==> src/hdl/sep_pkg.sv <==
// Purpose: Shared constants and types of the strobe edge and query block
// Assumes: AHB-Lite register window, one 125 MHz clock
// Notes:   Offsets are byte addresses of aligned 32-bit words
package sep_pkg;

  ////////////////////////////////////////////////////////////////////////
  // Register map
  localparam logic [7:0] SEP_CMD_OFS    = 8'h00; // Command character in
  localparam logic [7:0] SEP_RESP_OFS   = 8'h04; // Input request out
  localparam logic [7:0] SEP_STATUS_OFS = 8'h08; // Block state

  ////////////////////////////////////////////////////////////////////////
  // Reset values
  localparam logic [3:0] SEP_EDGE_RST = 4'h0;      // All rising edges
  localparam logic       SEP_SEEN_RST = 1'b1;      // Handshake reads as 1
  localparam logic [6:0] SEP_ERR_NONE = 7'h00;     // Error code 00
  localparam logic [6:0] SEP_ERR_PULSE = 7'h05;    // Invalid pulse command
  localparam logic [4:0] SEP_ERR_XPOS = 5'h17;     // Offending char slot

  ////////////////////////////////////////////////////////////////////////
  // ASCII codes used by the parser and the replies
  localparam logic [7:0] SEP_CR    = 8'h0D;
  localparam logic [7:0] SEP_LF    = 8'h0A;
  localparam logic [7:0] SEP_SEMI  = 8'h3B;
  localparam logic [7:0] SEP_SLASH = 8'h2F;
  localparam logic [7:0] SEP_PLUS  = 8'h2B;
  localparam logic [7:0] SEP_MINUS = 8'h2D;
  localparam logic [7:0] SEP_ZERO  = 8'h30;
  localparam logic [7:0] SEP_ONE   = 8'h31;

  ////////////////////////////////////////////////////////////////////////
  // Reply texts, right justified
  localparam logic [199:0] SEP_MSG_NONE  = "NO ERRORS";
  localparam logic [199:0] SEP_MSG_PULSE = "INVALID PULSE COMMAND 'X'";
  localparam logic [199:0] SEP_MSG_UNK   = "UNKNOWN ERROR";
  localparam logic [199:0] SEP_MSG_READY = "READY";
  localparam logic [199:0] SEP_MSG_QE    = "QE";
  localparam logic [4:0]   SEP_LEN_NONE  = 5'd9;
  localparam logic [4:0]   SEP_LEN_PULSE = 5'd25;
  localparam logic [4:0]   SEP_LEN_UNK   = 5'd13;
  localparam logic [4:0]   SEP_LEN_READY = 5'd5;
  localparam logic [4:0]   SEP_LEN_QE    = 5'd2;

  ////////////////////////////////////////////////////////////////////////
  // Request modes and parser states
  typedef enum logic [3:0] {
    MD_READY = 4'b0000, MD_TEXT  = 4'b0001, MD_DRDY  = 4'b0010,
    MD_INT   = 4'b0011, MD_TSLVL = 4'b0100, MD_DIR   = 4'b0101,
    MD_NUM   = 4'b0110, MD_EDGE  = 4'b0111, MD_RFD   = 4'b1000,
    MD_SENSE = 4'b1001, MD_TSACT = 4'b1010, MD_QE    = 4'b1011
  } sep_mode_t;

  typedef enum logic [1:0] {
    PS_IDLE  = 2'b00,
    PS_PULSE = 2'b01,
    PS_QUERY = 2'b10,
    PS_SKIP  = 2'b11
  } sep_parse_t;

endpackage

==> src/hdl/sep_strobe_edge_query.sv <==
// Purpose: Edge-sense command and status query part of the interpreter
// Assumes: Pins synchronous to hclk; sibling blocks supply mode state
// Notes:   One command character per bus write; replies one char per read
//
// Functional notes
// - Strobe letters A R D K or asterisk
// - Plus selects rising, minus selects falling
// - Power-up default is rising on all
// - Settings kept; unnamed strobes unchanged
// - Missing letter or edge changes nothing
// - Bad letter or edge queues error
// - Edges act only under handshake updating
// - Error-text query returns message text
// - Data-ready query returns 1 or 0
// - Ready-for-data query returns 1 or 0
// - Interrupt query: enables and acknowledged conditions
// - Tri-state level query, bit per byte
// - Direction query, 1 means output
// - Error-number query, two decimal digits
// - Edge query bits 0-3, 1 falling
// - Edge query bits 4-5 handshake enables
// - Logic-sense query, 1 means low true
// - Tri-state query ORs external and software
// - Strobe queries persist until overridden
// - Pulse error code 05 with offending char
// - Pending error gives error reply until acknowledged
// - Unknown query letter gives ready message
//
// Implementation choices: the register offsets and the AHB-Lite interface to the registers.
`timescale 1ns/100ps
module sep_strobe_edge_query
  import sep_pkg::*;
(
  // Clock and reset
  input  wire logic        hclk,
  input  wire logic        hresetn,
  // AHB-Lite slave
  input  wire logic        hsel,
  input  wire logic [31:0] haddr,
  input  wire logic [1:0]  htrans,
  input  wire logic        hwrite,
  input  wire logic [2:0]  hsize,
  input  wire logic [31:0] hwdata,
  input  wire logic        hready,
  output logic             hreadyout,
  output logic             hresp,
  output logic [31:0]      hrdata,
  // External handshake strobes
  input  wire logic        data_ready_strobe,
  input  wire logic        ready_for_data_strobe,
  input  wire logic        data_available_strobe,
  input  wire logic        data_acknowledge_strobe,
  input  wire logic [5:0]  ets_line,
  // State kept by sibling command blocks
  input  wire logic        module_reset,
  input  wire logic        input_cmd,
  input  wire logic        handshake_update,
  input  wire logic        in_hs_enable,
  input  wire logic        out_hs_enable,
  input  wire logic [2:0]  irq_enable,
  input  wire logic [2:0]  irq_ack_state,
  input  wire logic [5:0]  tristate_level,
  input  wire logic [5:0]  byte_direction,
  input  wire logic [5:0]  logic_sense,
  input  wire logic [5:0]  sw_tristate,
  // Strobe results
  output logic [3:0]       edge_falling,
  output logic [3:0]       strobe_event
);

  ////////////////////////////////////////////////////////////////////////
  // Helper functions

  // Strobe letter to select mask, bit order drd rfd dav dak
  function automatic logic [3:0] strobe_sel(input logic [7:0] c);
    case (c)
      "D":     return 4'h1;
      "R":     return 4'h2;
      "A":     return 4'h4;
      "K":     return 4'h8;
      "*":     return 4'hF;
      default: return 4'h0;
    endcase
  endfunction

  // Query letter to request mode
  function automatic sep_mode_t query_mode(input logic [7:0] c);
    case (c)
      "A":     return MD_TEXT;
      "D":     return MD_DRDY;
      "I":     return MD_INT;
      "L":     return MD_TSLVL;
      "M":     return MD_DIR;
      "N":     return MD_NUM;
      "P":     return MD_EDGE;
      "R":     return MD_RFD;
      "S":     return MD_SENSE;
      "T":     return MD_TSACT;
      default: return MD_READY;
    endcase
  endfunction

  // Uppercase hex digit
  function automatic logic [7:0] hex_ch(input logic [3:0] n);
    return (n < 4'hA) ? {4'h3, n} : (8'h37 + {4'h0, n});
  endfunction

  // Character i of a right-justified string of length len
  function automatic logic [7:0] str_at(input logic [199:0] s,
                                        input logic [4:0]   len,
                                        input logic [4:0]   i);
    return s[8*(int'(len)-1-int'(i)) +: 8];
  endfunction

  ////////////////////////////////////////////////////////////////////////
  // Declarations
  logic        addr_ok;     // Address phase taken
  logic        rd_resp;     // Input request read
  logic        wr_pend;     // Write data phase pending
  logic [7:0]  wr_addr;     // Address of pending write
  logic        char_valid;  // Command character present
  logic [7:0]  ch;          // Command character
  sep_parse_t  pstate;      // Parser state
  sep_parse_t  next_pstate;
  logic [3:0]  mask;        // Strobes named in current group
  logic [3:0]  next_mask;
  logic        edge_apply;  // Edge character closes a group
  logic        bad_char;    // Invalid pulse character
  logic        q_load;      // Query letter received
  sep_mode_t   q_mode;      // Mode from query letter
  sep_mode_t   mode;        // Active request mode
  sep_mode_t   kind;        // Reply actually produced
  logic [6:0]  err_code;    // Queued error number
  logic [7:0]  err_char;    // Offending character
  logic        qe_active;   // Error reply overrides mode
  logic [4:0]  resp_idx;    // Position inside reply
  logic [4:0]  blen;        // Reply body length
  logic [7:0]  body;        // Body character
  logic [7:0]  resp_ch;     // Reply character at resp_idx
  logic        resp_last;   // Line feed position
  logic        ack_done;    // Error text or number reply fully read
  logic [3:0]  strb;        // Strobe pins as vector
  logic [3:0]  strb_prev;   // Strobe pins one cycle ago
  logic [3:0]  next_event;  // Active edges this cycle
  logic        drd_seen;    // Data-ready handshake occurred
  logic        rfd_seen;    // Ready-for-data handshake occurred
  logic [7:0]  hexv;        // Value of a hex reply
  logic [6:0]  tens;        // Decimal tens of err_code
  logic [6:0]  ones;        // Decimal ones of err_code
  logic [31:0] rd_word;     // Read mux

  ////////////////////////////////////////////////////////////////////////
  // Bus slave: zero wait states, always OKAY
  assign hreadyout = 1'b1;
  assign hresp     = 1'b0;
  assign addr_ok   = hsel & htrans[1] & hready;
  assign rd_resp   = addr_ok & ~hwrite & (haddr[7:0] == SEP_RESP_OFS);

  // Write address phase held for the data phase
  always_ff @(posedge hclk or negedge hresetn)
  begin
    if (!hresetn)
    begin
      wr_pend <= 1'b0;
      wr_addr <= 8'h00;
    end
    else
    begin
      wr_pend <= addr_ok & hwrite;
      wr_addr <= haddr[7:0];
    end
  end

  // Unmapped writes fall through unused
  assign char_valid = wr_pend & (wr_addr == SEP_CMD_OFS);
  assign ch         = hwdata[7:0];

  ////////////////////////////////////////////////////////////////////////
  // Command parser: CR ignored, semicolon or LF ends a command
  always_comb
  begin
    next_pstate = pstate;
    next_mask   = mask;
    edge_apply  = 1'b0;
    bad_char    = 1'b0;
    q_load      = 1'b0;
    q_mode      = MD_READY;
    if (char_valid && ch != SEP_CR)
    begin
      if (ch == SEP_SEMI || ch == SEP_LF)
      begin
        // Letters left without an edge are dropped
        // incomplete group
        next_pstate = PS_IDLE;
        next_mask   = 4'h0;
      end
      else
      begin
        case (pstate)
          PS_IDLE:
          begin
            next_mask = 4'h0;
            if (ch == "P")
              next_pstate = PS_PULSE;
            else if (ch == "Q")
              next_pstate = PS_QUERY;
            else
              next_pstate = PS_SKIP; // Other commands elsewhere
          end
          PS_PULSE:
          begin
            if (strobe_sel(ch) != 4'h0)
              next_mask = mask | strobe_sel(ch);
            // each group applied on its edge char
            else if (ch == SEP_PLUS || ch == SEP_MINUS)
            begin
              edge_apply = (mask != 4'h0);
              next_mask  = 4'h0;
            end
            else if (ch != SEP_SLASH)
            begin
              bad_char    = 1'b1;
              next_pstate = PS_SKIP;
            end
          end
          PS_QUERY:
          begin
            // unknown letters map to ready reply
            q_load      = 1'b1;
            q_mode      = query_mode(ch);
            next_pstate = PS_SKIP;
          end
          default:
            next_pstate = PS_SKIP;
        endcase
      end
    end
  end

  // Parser state registers
  always_ff @(posedge hclk or negedge hresetn)
  begin
    if (!hresetn)
    begin
      pstate <= PS_IDLE;
      mask   <= 4'h0;
    end
    else if (module_reset)
    begin
      pstate <= PS_IDLE;
      mask   <= 4'h0;
    end
    else
    begin
      pstate <= next_pstate;
      mask   <= next_mask;
    end
  end

  ////////////////////////////////////////////////////////////////////////
  // Edge settings
  // rising after power-up, reset or self test
  always_ff @(posedge hclk or negedge hresetn)
  begin
    if (!hresetn)
      edge_falling <= SEP_EDGE_RST;
    else if (module_reset)
      edge_falling <= SEP_EDGE_RST;
    else if (edge_apply)
      edge_falling <= (ch == SEP_MINUS) ? (edge_falling | mask)
                                        : (edge_falling & ~mask);
  end

  ////////////////////////////////////////////////////////////////////////
  // Strobe edge detection
  assign strb = {data_acknowledge_strobe, data_available_strobe,
                 ready_for_data_strobe, data_ready_strobe};

  // settings inert unless handshake updating selected
  assign next_event = handshake_update ?
                      ((edge_falling & strb_prev & ~strb) |
                       (~edge_falling & ~strb_prev & strb)) : 4'h0;

  // Pin history and event pulses
  always_ff @(posedge hclk or negedge hresetn)
  begin
    if (!hresetn)
    begin
      strb_prev    <= 4'h0;
      strobe_event <= 4'h0;
    end
    else
    begin
      strb_prev    <= strb;
      strobe_event <= next_event;
    end
  end

  // Handshake flags: a new edge wins over the clear by a read
  always_ff @(posedge hclk or negedge hresetn)
  begin
    if (!hresetn)
    begin
      drd_seen <= SEP_SEEN_RST;
      rfd_seen <= SEP_SEEN_RST;
    end
    else if (module_reset)
    begin
      drd_seen <= SEP_SEEN_RST;
      rfd_seen <= SEP_SEEN_RST;
    end
    else
    begin
      if (next_event[0])
        drd_seen <= 1'b1;
      else if (rd_resp && resp_last && kind == MD_DRDY)
        drd_seen <= 1'b0;
      if (next_event[1])
        rfd_seen <= 1'b1;
      else if (rd_resp && resp_last && kind == MD_RFD)
        rfd_seen <= 1'b0;
    end
  end

  ////////////////////////////////////////////////////////////////////////
  // Error queue
  assign qe_active = (err_code != SEP_ERR_NONE) &&
                     (mode != MD_TEXT) && (mode != MD_NUM);
  assign ack_done  = rd_resp & resp_last &
                     ((kind == MD_TEXT) | (kind == MD_NUM));

  // New error wins over acknowledge in the same cycle
  always_ff @(posedge hclk or negedge hresetn)
  begin
    if (!hresetn)
    begin
      err_code <= SEP_ERR_NONE;
      err_char <= 8'h00;
    end
    else if (module_reset)
    begin
      err_code <= SEP_ERR_NONE;
      err_char <= 8'h00;
    end
    else if (bad_char)
    begin
      err_code <= SEP_ERR_PULSE;
      err_char <= ch;
    end
    // read of text or number acknowledges
    else if (ack_done)
      err_code <= SEP_ERR_NONE;
  end

  ////////////////////////////////////////////////////////////////////////
  // Request mode
  // mode persists until query, input command or reset
  always_ff @(posedge hclk or negedge hresetn)
  begin
    if (!hresetn)
      mode <= MD_READY;
    else if (module_reset || input_cmd)
      mode <= MD_READY;
    else if (q_load)
      mode <= q_mode;
  end

  // pending error overrides the mode reply
  assign kind = qe_active ? MD_QE : mode;

  ////////////////////////////////////////////////////////////////////////
  // Reply generation
  assign tens = err_code / 7'd10;
  assign ones = err_code % 7'd10;

  always_comb
  begin
    hexv = 8'h00;
    case (kind)
      MD_INT:   hexv = {irq_ack_state[2:1], 1'b0, irq_ack_state[0],
                        irq_enable[2:1], 1'b0, irq_enable[0]};
      MD_TSLVL: hexv = {2'b00, tristate_level};
      MD_DIR:   hexv = {2'b00, byte_direction};
      MD_EDGE:  hexv = {2'b00, out_hs_enable, in_hs_enable,
                        edge_falling};
      MD_SENSE: hexv = {2'b00, logic_sense};
      // line active at its level, or software tri-state
      MD_TSACT: hexv = {2'b00, ~(ets_line ^ tristate_level) |
                               sw_tristate};
      default:  hexv = 8'h00;
    endcase
  end

  always_comb
  begin
    blen = 5'd2;
    body = hex_ch(resp_idx[0] ? hexv[3:0] : hexv[7:4]);
    case (kind)
      MD_QE:
      begin
        blen = SEP_LEN_QE;
        body = str_at(SEP_MSG_QE, SEP_LEN_QE, resp_idx);
      end
      MD_READY:
      begin
        blen = SEP_LEN_READY;
        body = str_at(SEP_MSG_READY, SEP_LEN_READY, resp_idx);
      end
      MD_TEXT:
      begin
        if (err_code == SEP_ERR_NONE)
        begin
          blen = SEP_LEN_NONE;
          body = str_at(SEP_MSG_NONE, SEP_LEN_NONE, resp_idx);
        end
        else if (err_code == SEP_ERR_PULSE)
        begin
          blen = SEP_LEN_PULSE;
          body = (resp_idx == SEP_ERR_XPOS) ? err_char :
                 str_at(SEP_MSG_PULSE, SEP_LEN_PULSE, resp_idx);
        end
        else
        begin
          blen = SEP_LEN_UNK;
          body = str_at(SEP_MSG_UNK, SEP_LEN_UNK, resp_idx);
        end
      end
      MD_DRDY:
      begin
        blen = 5'd1;
        body = drd_seen ? SEP_ONE : SEP_ZERO;
      end
      MD_RFD:
      begin
        blen = 5'd1;
        body = rfd_seen ? SEP_ONE : SEP_ZERO;
      end
      MD_NUM:
        body = resp_idx[0] ? {4'h3, ones[3:0]} : {4'h3, tens[3:0]};
      default: ;
    endcase
  end

  assign resp_ch   = (resp_idx < blen) ? body :
                     (resp_idx == blen) ? SEP_CR : SEP_LF;
  assign resp_last = (resp_idx == blen + 5'd1);

  // Reply position; a mode change restarts the reply
  always_ff @(posedge hclk or negedge hresetn)
  begin
    if (!hresetn)
      resp_idx <= 5'd0;
    else if (module_reset || input_cmd || q_load ||
             bad_char || ack_done)
      resp_idx <= 5'd0;
    else if (rd_resp)
      resp_idx <= resp_last ? 5'd0 : resp_idx + 5'd1;
  end

  ////////////////////////////////////////////////////////////////////////
  // Read data, registered in the address phase
  always_comb
  begin
    if (haddr[7:0] == SEP_RESP_OFS)
      rd_word = {23'h00_0000, resp_last, resp_ch};
    else if (haddr[7:0] == SEP_STATUS_OFS)
      rd_word = {12'h000, mode, 1'b0, err_code,
                 1'b0, qe_active, rfd_seen, drd_seen, edge_falling};
    else
      rd_word = 32'h0000_0000;
  end

  always_ff @(posedge hclk or negedge hresetn)
  begin
    if (!hresetn)
      hrdata <= 32'h0000_0000;
    else if (addr_ok && !hwrite)
      hrdata <= rd_word;
  end
endmodule // sep_strobe_edge_query

==> config.mk <==
export PLATFORM = sky130hd
export DESIGN_NAME = sep_strobe_edge_query
export DESIGN_NICKNAME = d
export VERILOG_FILES = /design/src/hdl/sep_pkg.sv /design/src/hdl/sep_strobe_edge_query.sv
export SDC_FILE = /design/constraint.sdc
export NUM_CORES = 1
export LEC_CHECK = 0
export ABC_AREA = 1
export BUFFER_PORTS_ARGS = -buffer_cell sky130_fd_sc_hd__buf_2
export CORE_ASPECT_RATIO = 1.2
export CORE_MARGIN = 2
export CORE_UTILIZATION = 45
export DETAILED_ROUTE_END_ITERATION = 7
export HOLD_SLACK_MARGIN = 0.03
export PLACE_DENSITY = 0.75
export SYNTH_ARGS = -nofsm -noshare
export SYNTH_HDL_FRONTEND = slang
export SYNTH_SLANG_ARGS = --single-unit
==> constraint.sdc <==
create_clock -name hclk -period 2.7 [get_ports hclk]
set_input_delay 0.54 -clock hclk [delete_from_list [all_inputs] [get_ports hclk]]
set_output_delay 0.54 -clock hclk [all_outputs]
set_load 0.01 [all_outputs]
== Yosys cells after proc, flatten, opt, wreduce, memory -nomap -nowiden ==
Index checks and enable logic that the tools add are counted.
Operators by class
  add/subtract/negate cells: 8
  $mul: 0
  divide/modulo/power cells: 2
  order comparisons: 2
  equality and inequality tests: 44
  shifts and indexed selects: 5
  muxes and demuxes: 79
  bitwise operators: 25
  reduce and logical (&&, ||, !) cells: 33
Operator list (number)
  variable part select 200 x 9 -> 8 bit (first input constant): 5
  equality test 8 x 7 -> 1 bit (second input constant): 12
  2-to-1 mux 4 bit: 24
  case mux 8 bit (6 select lines): 2
  2-to-1 mux 8 bit: 6
  case mux 4 bit (10 select lines): 1
  equality test 8 x 6 -> 1 bit (second input constant): 4
  2-to-1 mux 32 bit: 1
  2-to-1 mux 7 bit: 4
  2-to-1 mux 5 bit: 5
  2-to-1 mux 1 bit: 23
  bitwise AND 4 bit: 5
  2-to-1 mux 20 bit: 1
  case mux 4 bit (5 select lines): 1
  equality test 4 x 3 -> 1 bit (second input constant): 4
  equality test 4 bit (second input constant): 4
  equality test 8 x 4 -> 1 bit (second input constant): 2
  NOT 4 bit: 4
  case mux 5 bit (3 select lines): 1
  2-to-1 mux 2 bit: 7
  inequality test 4 bit (second input constant): 3
  bitwise OR 4 bit: 3
  nonzero test 4 bit: 3
  subtractor 4 x 5 -> 6 bit (first input constant): 2
  44 further kinds: 71
Storage, ports and cells
  bits in registers: 85
  latch bits: 0
  RAM bits: 0
  ROM bits: 0
  output and inout port bits: 42
  word-level logic and storage cells: 212
  memories: 0

== Depth between registers and ports, before layout ==
Gate-level depths: netlist (run 1).
  depth after elaboration: 16
  gate-level depth with buffers: 20
  gate-level depth less buffers: 20

== Worst setup path after synthesis (run 1) ==
OpenSTA, ideal clock, no wires.
  path kind: register -> register
  from: register mode[3]
  to: register hrdata[0]
  library setup time: 0.077 ns
  data arrival time: 2.572 ns
  required time: 2.623 ns
  setup slack: 0.051 ns
  stages on the path, launching flop included: 18
  path through: dfrtp_1 inv_2 nand2_1 a211oi_2 inv_2 nor2_1 nor2_1 o21ai_0 ha_1 nand2_1 or3_1 o2111ai_1 nand2_1 nor3_1 nand2_1 nand2_1 nor2_1 a21oi_1
On the way
  cells in the longest elaborated chain, start to end: 12
Ends and longest elaborated chain
  from (decl): line sep_strobe_edge_query.sv:131  | sep_mode_t mode;
  from (signal assigned): line sep_strobe_edge_query.sv:365  | mode <= q_mode;
  inequality test 4 x 1 -> 1 bit: line sep_strobe_edge_query.sv:328  | (mode != MD_TEXT) && (mode != MD_NUM);
  logical AND 1 bit: line sep_strobe_edge_query.sv:327  | assign qe_active = (err_code != SEP_ERR_NONE) &&
  logical AND 1 bit: line sep_strobe_edge_query.sv:328
  2-to-1 mux 4 bit *: line sep_strobe_edge_query.sv:369  | assign kind = qe_active ? MD_QE : mode;
  equality test 4 bit, or another cell as far along: line sep_strobe_edge_query.sv:379  | case (kind)
  case mux 8 bit (6 select lines): line sep_strobe_edge_query.sv:379
  2-to-1 mux 4 bit: line sep_strobe_edge_query.sv:397  | body = hex_ch(resp_idx[0] ? hexv[3:0] : hexv[7:4]);
  adder 6 x 4 -> 7 bit or < comparator 4 bit (tied branches): line sep_strobe_edge_query.sv:105  | return (n < 4'hA) ? {4'h3, n} : (8'h37 + {4'h0, n});
  2-to-1 mux 7 bit: line sep_strobe_edge_query.sv:105
  case mux 8 bit (6 select lines): line sep_strobe_edge_query.sv:398  | case (kind)
  2-to-1 mux 8 bit *: line sep_strobe_edge_query.sv:444  | assign resp_ch = (resp_idx < blen) ? body :
  2-to-1 mux 32 bit *: line sep_strobe_edge_query.sv:464  | if (haddr[7:0] == SEP_RESP_OFS)
  to (signal assigned): line sep_strobe_edge_query.sv:478  | hrdata <= rd_word;
  to (decl): line sep_strobe_edge_query.sv:47  | output logic [31:0] hrdata,
Mark *: on every way between the ends. The rest lies on a longest branch, timed or not.
A chain may end at the register's enable or synchronous reset.

== Worst setup path in the final report (run 1) ==
  from: register mode[2]
  to: register hrdata[0]
Same word-level chain as after synthesis.

==> out/metrics.cfg, run 1 <==
[place]
hpwl_um = 11600
routabilityCongestion = 0.943
post_dp_cell_area_um2 = 5760
portBuffers = 88

[yosys]
synth_top_area_share_pct = 29.9
async_flop_share_pct = 100
ys_seq_area_share_pct = 31.0
syn_inst = 753
ys.flop_type = dfrtp_1
yosys_warnings = 0
synth.ff_latch_count = 61
yosysTopAreaCell = dfrtp_1
synth.top_cells.by_area = dfrtp_1 (30%), nand2_1 (13%), inv_1 (7.4%)
avgSynthCellArea_um2 = 6.56
synth_edf_count = 0
yosysUniqueCellTypes = 54
syn-cell-area_um2 = 4940

[cells_and_area]
n_antenna_cell = 0
nets = 1021
stdcell_area_um2 = 6210
area_delta_synth_final_pct = 25.7
drive_above_1_share_pct = 24.3

[global_routing]
grt_pass1_vias = 5273
grt-ovfl-total = 0
antenna_found_initial = 0
track_usage_pct = 25.4
grt_max_degree = 62
grt_pass1_wl_um = 24500

[cts]
cts_buffer_depth = 2
clkTransAtPathRegs_ns = 0.05
cts_buffers = 9
cts.hold.buffers_added = 0
htreeDepth = 3
worstSkewPairLatency_ns = 0.33
cts_tree = done
cts.sinks = 61
cts_root_buffer = clkbuf_16

[sta]
fmax_mhz = 357
tns_ns = -0.176
maxSlewHeadroom_pct = 59.0
hold_viol_final = 0
drv_slew = 0
rsz0062_at_grt = true
worst_pin_slew_ns = 0.610
fin_ws_ns = -0.0980
fin_skew_ns = 0.00959
fin_crit_sh_pct = 104
finalSetupViolCount = 3
fin_crit_ns = 2.80

[pwr]
vdd_drop_max_v = 0.000523
p_leak_uw = 0.00320
power_density_nw_per_um2 = 366

[floorplanning]
dieHeight_um = 119
core_area_um2 = 10600
start_util_pct = 46.5
rows = 41
dieArea_um2 = 11800
io-pin-count = 161
die_width_um = 99.6

[setup_path]
rr_worst_depth = 19
crit_type = flip-flop to flip-flop
cp-end-kind = flip-flop
worstPathRequired_ns = 2.95
worstPathArrival_ns = 3.04
critPathMaxFanout = 5
crit_path_start_kind = flip-flop

[routing]
via_count = 5650
drcViolationCount = 0
via_per_inst = 5.51
drt-initial-drc-count = 315
routed_wl_um = 15400
avgRoutedWirePerCell_um = 15.0
drt-pass1-iter-count = 6
ant_nets = 0

[worst_hold_path]
hp-class = input port to async pin

[run]
cap_violations = 0

[outcome]
failed_checks = negative setup slack
status = finished with violations

## per-layer routing
layer  wire (µm)  vias up  GRT usage [%]
met1        6100     2615           30.7
met4         605        0           12.6
met3         845       50           3.84
li1            -     2741              -
met2        7860      244           43.7
met5           0        -              0
## kinds of logic (layout without fill, tap and decap cells)
logic type	Yosys count	count (layout)	share of synthesized area, %
other	2	20	0.152
DFF	61	61	31.0
adders and majority gates	11	11	2.79
AOI/OAI and AO/OA	151	151	17.9
buffers and inverters	144	269	13.0
and+or+nand+nor	381	381	34.5
xor gates and xnor gates	3	3	0.684
## cell usage after synthesis (all sizes together), types with 2 or more instances
library cell / instances
dfstp: 2
nor4: 6
nand4: 18
a2bb2oi: 4
o2111ai: 5
o21ai: 70
o211ai: 7
or2: 4
inv: 105
o31ai: 3
o22ai: 11
nor2: 79
nand3: 73
nand2: 184
nor3: 13
clkbuf: 7
dfrtp: 59
a21oi: 37
o21a: 2
ha: 11
xor2: 3
a21boi: 2
conb: 2
clkinv: 3
a31oi: 4
buf: 29
## report_power, final
group / switching [µW] / internal (µW)
logic: 125 / 73.4
registers: 12.0 / 938
clock network: 413 / 712
## cell type report
class                   count  area, µm²
flip-flops and latches     61       1530
clock inverters             6       63.8
fillers                  1002       4410
repair buffers            145        881
inverters                 108        407
multi-input cells         566       2930
well taps                 129        161
clock buffers              10        229
## timing repair
item                                    CTS  global route
buffers inserted                          0             7
endpoints found under the setup margin    3            14
cloned                                    0             0
pin swaps                                 0            16
gates resized for setup                   5            23
## flip-flops by register name, summed over array words and instances (netlist names)
register and count:
strobe_event 4, resp_idx 5, rfd_seen 1, drd_seen 1, strb_prev 4, wr_addr 8
wr_pend 1, mode 4, pstate 2, mask 4, err_char 8, err_code 1
hrdata 14, edge_falling 4
## path summary, 6_finish.rpt
path                                        end  startpoint  slack, ns
min in group hclk                    wr_addr[2]    haddr[2]       0.33
worst min-delay path            strobe_event[0]     hresetn       0.21
worst min register to register       hrdata[19]  hrdata[19]       0.49
worst max-delay path                  hrdata[0]     mode[2]       -0.1
max in group asynchronous              rfd_seen     hresetn       2.19
worst max register to register        hrdata[0]     mode[2]       -0.1
## critical path, stage by stage, from the launching register on
cell       delay, ns
dfrtp_2         0.45
nand2_2         0.10
inv_2           0.06
nand2_4         0.07
nand3_4         0.08
nand3_4         0.09
nor2_2          0.04
nor2_1          0.12
o21ai_1         0.12
ha_1            0.31
nand2_2         0.05
or3_1           0.38
o2111ai_2       0.10
nand2_1         0.10
nor3_2          0.18
buf_4           0.15
nand2_2         0.05
nand2_2         0.10
nor2_1          0.05
a21oi_1         0.13
## through the flow
stage	hold WS (ns)	setup slack [ns]	total power (µW)	util [%]	instances
after detailed placement	0.471	-0.0562	1160	54.3	1002
after CTS	0.220	0.0125	2280	57.1	1018
after floorplan	0.244	0.0506	1070	-	771
after global placement	0.464	0.00922	1160	54.3	1002
final	0.209	-0.0980	2270	58.5	1025
after global routing	0.234	-0.209	2360	58.5	1025
## placed cells by master (no fill, tap or decap), types with 3 or more instances in the layout
cell,n
nand2_2,10
nand3_1,69
nor2_1,69
or2_2,3
nor4_1,6
clkinv_2,3
a21oi_1,36
buf_4,56
nand4_1,18
a31oi_1,4
o31ai_1,3
dfrtp_1,56
dfrtp_2,3
buf_2,88
nor3_1,9
o21ai_1,6
nand2_4,3
a2bb2oi_1,4
nand2_1,171
o2111ai_1,4
inv_1,96
conb_1,20
o22ai_1,11
nor2_2,8
clkbuf_16,9
o211ai_1,6
inv_2,9
nor3_2,3
ha_1,10
o21ai_0,62
Power figures use the tool's default switching activity.
==> run 2, diff against run 1 <==
--- a/config.mk
+++ b/config.mk
@@ -9,10 +9,10 @@
 export BUFFER_PORTS_ARGS = -buffer_cell sky130_fd_sc_hd__buf_2
 export CORE_ASPECT_RATIO = 1.2
 export CORE_MARGIN = 2
-export CORE_UTILIZATION = 45
+export CORE_UTILIZATION = 47
 export DETAILED_ROUTE_END_ITERATION = 7
 export HOLD_SLACK_MARGIN = 0.03
-export PLACE_DENSITY = 0.75
+export PLACE_DENSITY = 0.78
 export SYNTH_ARGS = -nofsm -noshare
 export SYNTH_HDL_FRONTEND = slang
 export SYNTH_SLANG_ARGS = --single-unit
==> run 2 against run 1 <==
- the run still ends with negative setup slack left
- maximum frequency decreased by 1.7%
- setup slack worse by 0.050 ns
- clock power increased by 9%
- critical endpoint is now hrdata[2]
- largest cell class unchanged
- largest power group unchanged
- highest routed layer unchanged
==> out/metrics.cfg, run 2 (synthesized netlist as in run 1, its figures left out) <==
[cts]
cts.sinks = 61
htreeDepth = 3
cts_buffers = 9
clkTransAtPathRegs_ns = 0.05
cts_root_buffer = clkbuf_16
cts_buffer_depth = 2
worstSkewPairLatency_ns = 0.33
cts_tree = done

[setup_path]
critPathMaxFanout = 3
worstPathRequired_ns = 2.96
crit_path_start_kind = flip-flop
critPathTopFamily = simple AND/OR/NAND/NOR gates
cp.buffers_inverters = 3
worst_path_largest_cell_delay_ns = 0.44
cp-end-kind = flip-flop
cpMostUsedCell = nand2_1
critical_path.slowest_cell = dfrtp_2
crit_type = flip-flop to flip-flop
path_cells = inv_2 > nand2_1 > a211oi_4 > inv_2 > nor2_4 > nor2_2 > o21ai_2 > ha_1 > nand2_1 > or3_1 > o2111ai_2 > nand2_1 > nor3_2 > buf_4 > nand2_2 > nand2_2 > nor2_4 > a21oi_2
reg2reg_to = hrdata[2]
rrSetupSlack_ns = -0.15
worstPathArrival_ns = 3.10
rr_worst_depth = 18
reg2reg_from = mode[3]

[routing]
drcViolationCount = 0
via_per_inst = 5.50
routed_wl_um = 15600
avgRoutedWirePerCell_um = 15.1
drt-initial-drc-count = 531
via_count = 5660
ant_nets = 0
drt-pass1-iter-count = 6

[worst_hold_path]
holdPathStages = 1
hp-class = input port to flip-flop
holdPathEnd = wr_addr[7]
hold_start = haddr[7]

[sta]
finalSetupViolCount = 3
fin_skew_ns = 0.00686
fin_crit_sh_pct = 105
worst_pin_slew_ns = 0.760
fin_ws_ns = -0.148
maxSlewHeadroom_pct = 49.3
hold_viol_final = 0
fin_crit_ns = 2.85
timing.hold.ws_ns = 0.328
fmax_mhz = 351
rsz0062_at_grt = true
drv_slew = 0

[place]
post_dp_cell_area_um2 = 5730
hpwl_um = 11500
routabilityCongestion = 0.926
place_ws_ns = -0.0266
portBuffers = 88

[floorplanning]
rows = 41
dieHeight_um = 116
core_area_um2 = 10400
die_width_um = 97.6
io-pin-count = 161
start_util_pct = 47.7
dieArea_um2 = 11300

[pwr]
p_leak_uw = 0.00324
vdd_drop_max_v = 0.000801
power_density_nw_per_um2 = 375

[global_routing]
antenna_found_initial = 0
grt_pass1_vias = 4981
grt-ovfl-total = 0
track_usage_pct = 25.8
grt_pass1_wl_um = 23600
grt_max_degree = 62

[cells_and_area]
drive_above_1_share_pct = 25.7
most-common-layout-cells = nand2_1 (173), inv_1 (94), buf_2 (89)
largest_reg_flops = 14
n_antenna_cell = 0
layout_commonest_cell = nand2_1
nets = 1026
fin_util_pct = 60.9
top_regs = hrdata x14, err_char x8, wr_addr x8
largest-register = hrdata
area_delta_synth_final_pct = 27.9
stdcell_area_um2 = 6310

[run]
cap_violations = 0

[outcome]
failed_checks = negative setup slack
status = finished with violations

[run 2: worst max path at each step]
stage / endpoint / slack [ns] / cells past startpoint / from
finish: hrdata[2] / -0.15 / 18 / mode[3]
global route: hrdata[2] / -0.31 / 18 / mode[3]
CTS: hrdata[2] / 0.01 / 19 / mode[2]
detailed placement: hrdata[2] / -0.03 / 19 / mode[2]
global placement: hrdata[0] / 0.03 / 19 / mode[2]
floorplan: hrdata[0] / 0.05 / 17 / mode[3]
[run 2: worst reg2reg max path, cell delays in order (launching register included)]
cell and delay [ns]:
dfrtp_2 0.44, inv_2 0.10, nand2_1 0.12, a211oi_4 0.30, inv_2 0.09, nor2_4 0.12, nor2_2 0.06, o21ai_2 0.07
ha_1 0.15, nand2_1 0.07, or3_1 0.39, o2111ai_2 0.09, nand2_1 0.11, nor3_2 0.18, buf_4 0.15, nand2_2 0.05
nand2_2 0.12, nor2_4 0.04, a21oi_2 0.15
[run 2: metrics by stage]
stage	power (µW)	setup TNS, ns	cells
3_5_place_dp	1160	-0.0383	1000
4_1_cts	2370	0	1017
5_1_grt	2450	-1.64	1030
3_3_place_gp	1150	0	1000
2_1_floorplan	1070	0	771
6_report	2370	-0.389	1030
[run 2: final cells by class]
| type | instances | area (µm²) |
|---|---|---|
| Fill cell | 932 | 4050 |
| Multi-Input combinational cell | 566 | 2980 |
| Sequential cell | 61 | 1530 |
| Timing Repair Buffer | 150 | 907 |
| Inverter | 108 | 410 |
| Clock buffer | 9 | 225 |
| Tap cell | 129 | 161 |
| Clock inverter | 7 | 100 |
[run 2: repair_timing]
item / in CTS / in global routing
hold buffers: 0 / 0
pin swaps: 1 / 21
setup buffers: 1 / 13
setup endpoints to repair: 2 / 14
resized for setup: 4 / 38
hold endpoints to repair: 0 / 0
[run 2: metal layers]
layer  vias to the layer above  track usage, %  wire length [µm]
met4                         0            11.8               708
met5                         -               0                 0
met2                       239            46.3              8000
met1                      2606            30.8              5930
met3                        56            4.01               946
li1                       2759               -                 -
[run 2: where the power goes]
| part | total (µW) | switching [µW] | internal [µW] | leakage (µW) |
|---|---|---|---|---|
| combinational | 196 | 126 | 70.4 | 0.00229 |
| sequential | 950 | 12.1 | 938 | 0.000802 |
| clock | 1220 | 414 | 809 | 0.000148 |
| total | 2370 | 552 | 1820 | 0.00324 |
